### src/hdl/saw_regs.vh
`ifndef SAW_REGS_VH
`define SAW_REGS_VH
// register indices reached through the command byte
`define SAW_REG_MONTH      4'h7
`define SAW_REG_YEAR       4'h8
`define SAW_REG_LAST       4'hf
// command byte layout
`define SAW_CMD_RW_BIT     7
`define SAW_CMD_SA_HI      6
`define SAW_CMD_SA_LO      4
`define SAW_CMD_RA_HI      3
`define SAW_CMD_RA_LO      0
`define SAW_CMD_SA_VALID   3'h1
// register reset value
`define SAW_REG_RESET      8'h00
// timing: tick period in ns, core clock period in ns
`define SAW_TICK_PERIOD_NS 1000000000
`define SAW_CLK_PERIOD_NS  50
`define SAW_TICK_CYCLES    (`SAW_TICK_PERIOD_NS / `SAW_CLK_PERIOD_NS)
// watchdog trips on this many ticks after a valid sub-address
`define SAW_WD_TRIP_TICKS  2'h2
`endif

### src/hdl/saw_watchdog.v
// How it works
// - time counters frozen during serial access
// - select low clears interface, releases counters
// - over one second after the command byte: self clear, resume
// - after abort ignore bus until select low
// - abort loses one tick, plus any that fall in the command byte
// - trip between one and two seconds
// - month then year via address advance
// - command byte: direction, sub-address 001, index
// - address increments per byte, wraps to zero
// - select low holds interface in reset
// - sample rising, shift out falling, msb first
`timescale 1ns/10ps
`default_nettype none
`include "saw_regs.vh"

module saw_fifo #(
    parameter WIDTH = 12,
    parameter DEPTH = 4,
    parameter AW    = 2
) (
    input  wire             core_clk,  // block clock
    input  wire             rst_n,     // sync reset, active low
    input  wire [WIDTH-1:0] in_data,   // word to store
    input  wire             in_valid,  // word offered
    output wire             in_ready,  // room left
    output wire [WIDTH-1:0] out_data,  // oldest word
    output wire             out_valid, // not empty
    input  wire             out_ready  // drain takes word
);
    reg [WIDTH-1:0] mem [0:DEPTH-1];   // flip-flop storage
    reg [AW-1:0]    wr_ptr;            // next slot to fill
    reg [AW-1:0]    rd_ptr;            // next slot to drain
    reg [AW:0]      fill;              // words held
    wire            push;
    wire            pop;

    assign in_ready  = (fill != DEPTH[AW:0]);
    assign out_valid = (fill != {(AW+1){1'b0}});
    assign out_data  = mem[rd_ptr];
    assign push      = in_valid & in_ready;
    assign pop       = out_valid & out_ready;

    // pointers wrap at depth; count tracks both ends
    always @(posedge core_clk) begin
        if (!rst_n) begin
            wr_ptr <= {AW{1'b0}};
            rd_ptr <= {AW{1'b0}};
            fill   <= {(AW+1){1'b0}};
        end else begin
            if (push) begin
                mem[wr_ptr] <= in_data;
                wr_ptr      <= (wr_ptr == DEPTH[AW-1:0] - 1'b1) ?
                               {AW{1'b0}} : wr_ptr + 1'b1;
            end
            if (pop)
                rd_ptr <= (rd_ptr == DEPTH[AW-1:0] - 1'b1) ?
                          {AW{1'b0}} : rd_ptr + 1'b1;
            if (push && !pop)
                fill <= fill + 1'b1;
            else if (pop && !push)
                fill <= fill - 1'b1;
        end
    end
endmodule

module saw_watchdog #(
    parameter TICK_CYCLES = `SAW_TICK_CYCLES  // core cycles per 1 Hz tick
) (
    input  wire        core_clk,        // 20 MHz block clock
    input  wire        rst_n,           // sync reset, active low
    input  wire        select_pin,      // chip enable, active high
    input  wire        sclk_pin,        // serial clock from host
    input  wire        serial_in_line,  // serial data in
    output reg         serial_out_line, // serial data out
    output reg         serial_out_en,   // high while driving out
    output reg         counters_frozen, // time counters held
    output reg  [15:0] seconds_count,   // elapsed time counter
    output reg         wd_abort,        // one-cycle pulse on trip
    output reg         write_dropped    // sticky: fifo was full
);
    localparam ST_IDLE = 3'h0;  // select low
    localparam ST_CMD  = 3'h1;  // shifting command byte
    localparam ST_DATA = 3'h2;  // data bytes after valid command
    localparam ST_IGN  = 3'h3;  // bad sub-address, ignore
    localparam ST_LOCK = 3'h4;  // after watchdog trip

    // two-stage synchronisers for every pin
    reg        sel_s1, sel_s2;
    reg        sck_s1, sck_s2, sck_d;
    reg        sdi_s1, sdi_s2;
    wire       sck_rise = sck_s2 & ~sck_d;
    wire       sck_fall = ~sck_s2 & sck_d;

    reg [2:0]  state;        // interface state
    reg [2:0]  bit_cnt;      // bits of current byte
    reg [7:0]  in_shift;     // received bits
    reg [7:0]  out_shift;    // bits to send
    reg        rd_mode;      // direction from command
    reg        load_pend;    // reload out_shift on next fall
    reg [3:0]  addr;         // register address counter
    reg [7:0]  regs [0:15];  // register file
    reg [24:0] tick_div;     // 1 Hz divider
    reg        tick;         // one-cycle 1 Hz pulse
    reg [1:0]  wd_ticks;     // ticks seen since valid command
    wire [7:0] next_byte = {in_shift[6:0], sdi_s2};
    wire       wd_trip;

    // fifo between serial receiver and register file
    reg        wr_valid;
    reg [11:0] wr_word;      // {address, data}
    wire       wr_ready;
    wire [11:0] fifo_word;
    wire       fifo_valid;
    wire       fifo_ready = ~tick;  // file busy on tick cycles

    saw_fifo #(.WIDTH(12), .DEPTH(4), .AW(2)) u_fifo (
        .core_clk  (core_clk),
        .rst_n     (rst_n),
        .in_data   (wr_word),
        .in_valid  (wr_valid),
        .in_ready  (wr_ready),
        .out_data  (fifo_word),
        .out_valid (fifo_valid),
        .out_ready (fifo_ready)
    );

    // pins are asynchronous to core_clk
    always @(posedge core_clk) begin
        if (!rst_n) begin
            sel_s1 <= 1'b0; sel_s2 <= 1'b0;
            sck_s1 <= 1'b0; sck_s2 <= 1'b0; sck_d <= 1'b0;
            sdi_s1 <= 1'b0; sdi_s2 <= 1'b0;
        end else begin
            sel_s1 <= select_pin;     sel_s2 <= sel_s1;
            sck_s1 <= sclk_pin;       sck_s2 <= sck_s1;
            sck_d  <= sck_s2;
            sdi_s1 <= serial_in_line; sdi_s2 <= sdi_s1;
        end
    end

    // free-running 1 Hz tick divider
    always @(posedge core_clk) begin
        if (!rst_n) begin
            tick_div <= 25'h0000000;
            tick     <= 1'b0;
        end else if (tick_div == TICK_CYCLES[24:0] - 1'b1) begin
            tick_div <= 25'h0000000;
            tick     <= 1'b1;
        end else begin
            tick_div <= tick_div + 1'b1;
            tick     <= 1'b0;
        end
    end

    // second tick after the command byte trips; first may come at once,
    // so the trip lands between one and two seconds
    assign wd_trip = tick & (state == ST_DATA) &
                     (wd_ticks == `SAW_WD_TRIP_TICKS - 2'h1);

    // interface state machine and serial shifter
    always @(posedge core_clk) begin
        if (!rst_n) begin
            state <= ST_IDLE; bit_cnt <= 3'h0; in_shift <= 8'h00;
            out_shift <= 8'h00; rd_mode <= 1'b0; load_pend <= 1'b0;
            addr <= 4'h0; wd_ticks <= 2'h0; wr_valid <= 1'b0;
            wr_word <= 12'h000; serial_out_en <= 1'b0;
            serial_out_line <= 1'b0; wd_abort <= 1'b0;
            write_dropped <= 1'b0;
        end else begin
            wr_valid <= 1'b0;
            wd_abort <= 1'b0;
            if (wr_valid && !wr_ready)
                write_dropped <= 1'b1;  // full fifo loses the byte
            if (!sel_s2) begin
                // select low resets the interface and ends a lock
                state <= ST_IDLE;
                bit_cnt <= 3'h0; load_pend <= 1'b0;
                wd_ticks <= 2'h0; serial_out_en <= 1'b0;
            end else case (state)
                ST_IDLE: begin
                    state   <= ST_CMD;
                    bit_cnt <= 3'h0;
                end
                ST_CMD: if (sck_rise) begin
                    in_shift <= next_byte;
                    bit_cnt  <= bit_cnt + 3'h1;
                    if (bit_cnt == 3'h7) begin
                        if (next_byte[`SAW_CMD_SA_HI:`SAW_CMD_SA_LO]
                            == `SAW_CMD_SA_VALID) begin
                            state     <= ST_DATA;
                            rd_mode   <= next_byte[`SAW_CMD_RW_BIT];
                            addr      <= next_byte[`SAW_CMD_RA_HI:
                                                   `SAW_CMD_RA_LO];
                            load_pend <= next_byte[`SAW_CMD_RW_BIT];
                            wd_ticks  <= 2'h0;
                        end else
                            state <= ST_IGN;
                    end
                end
                ST_DATA: begin
                    if (wd_trip) begin
                        state         <= ST_LOCK;
                        wd_abort      <= 1'b1;
                        serial_out_en <= 1'b0;
                    end else begin
                        if (tick)
                            wd_ticks <= wd_ticks + 2'h1;
                        if (sck_rise) begin
                            in_shift <= next_byte;
                            bit_cnt  <= bit_cnt + 3'h1;
                            if (bit_cnt == 3'h7) begin
                                // auto advance wraps past last index
                                if (rd_mode)
                                    load_pend <= 1'b1;
                                else begin
                                    wr_valid <= 1'b1;
                                    wr_word  <= {addr, next_byte};
                                    addr     <= addr + 4'h1;
                                end
                            end
                        end
                        if (sck_fall && rd_mode) begin
                            serial_out_en <= 1'b1;
                            if (load_pend) begin
                                // month then year in one burst
                                out_shift <= regs[addr];
                                serial_out_line <= regs[addr][7];
                                addr      <= addr + 4'h1;
                                load_pend <= 1'b0;
                            end else begin
                                out_shift <= {out_shift[6:0], 1'b0};
                                serial_out_line <= out_shift[6];
                            end
                        end
                    end
                end
                ST_IGN:  state <= ST_IGN;   // wait for select low
                ST_LOCK: state <= ST_LOCK;
                default: state <= ST_IDLE;
            endcase
        end
    end

    // time counters run on ticks unless an access holds them; the
    // tick swallowed in the data phase is never made up, so an abort
    // costs one second plus any command-byte ticks: the trip tick itself counts
    always @(posedge core_clk) begin
        if (!rst_n) begin
            seconds_count   <= 16'h0000;
            counters_frozen <= 1'b0;
        end else begin
            counters_frozen <= sel_s2 &&
                               (state == ST_CMD || state == ST_DATA)
                               && !wd_trip;
            if (tick && (!counters_frozen || wd_trip))
                seconds_count <= seconds_count + 16'h0001;
        end
    end

    // register file takes writes from the fifo
    integer i;
    always @(posedge core_clk) begin
        if (!rst_n) begin
            for (i = 0; i < 16; i = i + 1)
                regs[i] <= `SAW_REG_RESET;
        end else if (fifo_valid && fifo_ready) begin
            regs[fifo_word[11:8]] <= fifo_word[7:0];
        end
    end
endmodule
`default_nettype wire

### config.mk
export PLATFORM = sky130hd
export DESIGN_NAME = saw_watchdog
export DESIGN_NICKNAME = d
export VERILOG_FILES = /design/src/hdl/saw_watchdog.v
export VERILOG_INCLUDE_DIRS = /design/src /design/src/hdl
export SDC_FILE = /design/constraint.sdc
export NUM_CORES = 1
export LEC_CHECK = 0
export BUFFER_PORTS_ARGS = -buffer_cell sky130_fd_sc_hd__buf_2
export CAP_MARGIN = 10
export CORE_MARGIN = 4
export CORE_UTILIZATION = 56
export CTS_CLUSTER_SIZE = 8
export DETAILED_ROUTE_END_ITERATION = 10
export PLACE_DENSITY = 0.75
export SLEW_MARGIN = 25
export SYNTH_ARGS = -nofsm -noshare
export SYNTH_HDL_FRONTEND = slang
export SYNTH_SLANG_ARGS = --single-unit
### constraint.sdc
create_clock -name core_clk -period 2.5 [get_ports core_clk]
set_clock_uncertainty 0.15 [all_clocks]
set_input_delay 0.125 -clock core_clk [delete_from_list [all_inputs] [get_ports core_clk]]
set_output_delay 0.125 -clock core_clk [all_outputs]
set_load 0.01 [all_outputs]
==> impl_results.md <==
* Outcome: finished clean
* Seq/Total Area, Yosys at 0.630
* Most frequent cells in the layout: 227 x nor2_1, 176 x edfxtp_1, 107 x dfxtp_1, 56 x nand2_1, 51 x buf_4
* Latest clock arrival within the worst-skew pair at approximately 0.52 ns
* Multi-input gate area at 4140 µm²
* Total CTS buffers at between 40 and 50
* Area of the die at 23500 µm²
* CORE AREA at approximately 20000 µm²
* Fmax at 0.402 GHz
* Chip Height at between 150 and 200 µm
* Warnings, synthesis at 0
* Worst-Margin Slew at ~0.63 ns
* Hold WS at 0.106 ns
* WS Path Type: reg -> reg
* Setup TNS at 0 ns
* Routed vias/inst at ~5.8
* Worst hold path class: in -> reg
* Total wire length at between 20 and 30 mm
* Syn Std Cell Area at about 12000 µm²
* Initial antenna violation count at 0
* Root buf cell: clkbuf_16
* Worst endpoint data arrival time at approximately 2.5 ns
* Clock tree from TritonCTS: yes
* ANT nets after route at 0
* Peak supply drop at ~0.75 mV
* Placed cell count at ~1300
* Fin. Hold Viols at 0
* Design Power at 12.0 mW
* Period minus WS final at ~2.5 ns
* Ys async rst share at 0
* Setup-failing EPs final at 0
* GP Congestion at a little under 0.9
* Max Slew Vio Count at 0
* Syn Area/Cell at ~12 µm²
* Finished Layout Cells at roughly 1300
* Post-DR wirelength/cell at 19.0 µm
* FF+latch count, synth at around 280
* Top-level I/O count at 26
* First-pass GRT wire length at between 40 and 50 mm
* Die width at ~150 µm
* Floorplan row count at 52
* CP Capture Type: flip-flop
* Remaining Overflow, GRT at 0
* Post-synth EDFFs at between 150 and 200
* Setup repair after global routing missed its margin: yes
* Vias in the first global route at around 7600
* Critical path launch point type: flip-flop
* All-Layer GR Usage at 0.219
* Most common cell after layout, fill and taps aside: nor2_1
* Nets@finish at roughly 1100
* Syn nets at about 980
* Post-synthesis cell type count at 56
* CP required at ~2.6 ns
* Layout area overhead at 16.2%
* Pin count of the biggest net entering global routing at 57
* N_diodes at 0
* Register area at about 7400 µm²
* Residual DRC count at 0
* Initial DRT Pass Iterations at 5
* Cell Pwr Density at around 870 nW/µm²
* Reg clk slew, reported paths at 0.05 ns
* Via count at just under 8000
* Tcrit/Tclk final at 0.995
* Port buffer count at 25
* Syn Inst Count at 958
* Detail Placement HPWL at between 15 and 20 mm
* Clock Sinks at approximately 280
* Slew headroom at 0.580
* H-tree levels at 2
* Max_cap viols at 0
* Top FF cell, synth: edfxtp_1
* First DRT Iteration DRCs at roughly 730
* Pleak at ~5.1 nW
* Critical Path Fanout Max at 8
* # fillers at about 1400
* Clk buf depth at 3
* Layout cells sized above 1 at 0.182
* Initial core utilization at 0.577
## metal layers
metal | global-route usage | wire, µm
met1 | 0.315 | 10800
met2 | 0.336 | 11800
met3 | 0.0478 | 2050
met4 | 0.0706 | 610
met5 | 0 | 0
## where the power goes
group          total, mW  internal [mW]  switching, mW
clock               5.09           3.20           1.89
combinational       1.55          0.522           1.03
sequential          5.37           5.25          0.117
## timing repair
action | CTS | global route
endpoints found under the hold margin | 3 | 0
gates resized for setup | 7 | 7
hold buffers | 3 | 0
setup endpoints to repair | 56 | 152
buffers inserted | 0 | 0
## cell usage after synthesis, types with 4 or more instances
| master | n | area, µm² |
|---|---|---|
| nand3_1 | 19 | 95.1 |
| clkbuf_1 | 34 | 128 |
| nor3_1 | 8 | 40.0 |
| buf_2 | 9 | 45.0 |
| mux2i_1 | 41 | 410 |
| dfxtp_1 | 108 | 2160 |
| ha_1 | 12 | 150 |
| and3_1 | 11 | 68.8 |
| mux2_2 | 9 | 101 |
| a211oi_1 | 9 | 67.6 |
| nand2_2 | 6 | 37.5 |
| edfxtp_1 | 176 | 5290 |
| xor2_1 | 32 | 280 |
| xnor2_1 | 7 | 61.3 |
| mux4_2 | 36 | 811 |
| a21oi_1 | 13 | 65.1 |
| o21ai_1 | 9 | 45.0 |
| or3_1 | 4 | 25.0 |
| nor2_1 | 229 | 860 |
| nor2b_1 | 7 | 43.8 |
| o21ai_0 | 8 | 40.0 |
| nand4_1 | 17 | 106 |
| a22oi_1 | 18 | 135 |
| nand2_1 | 66 | 248 |
| and2_1 | 10 | 62.6 |
| inv_1 | 12 | 45.0 |
## flip-flops by register name (all words and copies together), names as in the netlist, 3 cells and up, named ones only
signal and cells:
regs 128, u_fifo.mem 48, tick_div 25, seconds_count 16, wr_word 12, in_shift 7
out_shift 7, addr 4, bit_cnt 3, state 3, u_fifo.fill 3
## path summary, 6_finish.rpt
check	startpoint	end	slack [ns]	cells after the start
max	flip-flop	regs[4][6]$_SDFFCE_PN0P_	0.01	5
min	rst_n	wr_word[9]$_SDFFE_PN0P_	0.11	4
max reg2reg	flip-flop	regs[4][6]$_SDFFCE_PN0P_	0.01	5
min reg2reg	sck_s1$_SDFF_PN0_	sck_s2$_SDFF_PN0_	0.28	1
## critical path: stages (launching register included)
cell,delay (ns)
dfxtp_1,0.38
mux4_2,0.52
or4_1,0.47
nor2_1,0.28
nand2_1,0.13
nand2_2,0.22
## per-stage QoR
stage / area [µm²] / worst slack, ns / utilization
2_1_floorplan: 11800 / 0.124 / -
3_3_place_gp: 12500 / 0.0144 / 0.609
3_5_place_dp: 12500 / -0.0207 / 0.609
4_1_cts: 13700 / 0.00187 / 0.670
5_1_grt: 13700 / -0.0775 / 0.671
6_report: 13700 / 0.0135 / 0.671
## cell type report
type | count | share of cell area
Clock buffer | 68 | 0.0836
Clock inverter | 2 | 0.00337
Inverter | 12 | 0.00328
Multi-Input combinational cell | 612 | 0.301
Sequential cell | 284 | 0.542
Tap cell | 270 | 0.0246
Timing Repair Buffer | 81 | 0.0420
## cell families (layout without fill, tap and decap cells)
family	Yosys count	after routing	share of synthesized area
compound gates	73	73	0.0411
simple gates	401	401	0.151
buf+inv	62	163	0.0232
flops	284	284	0.630
xor+xnor	39	39	0.0289
fa+ha+maj	13	13	0.0144
mux	86	86	0.112
Note: power is estimated with default switching activity, not from simulation.
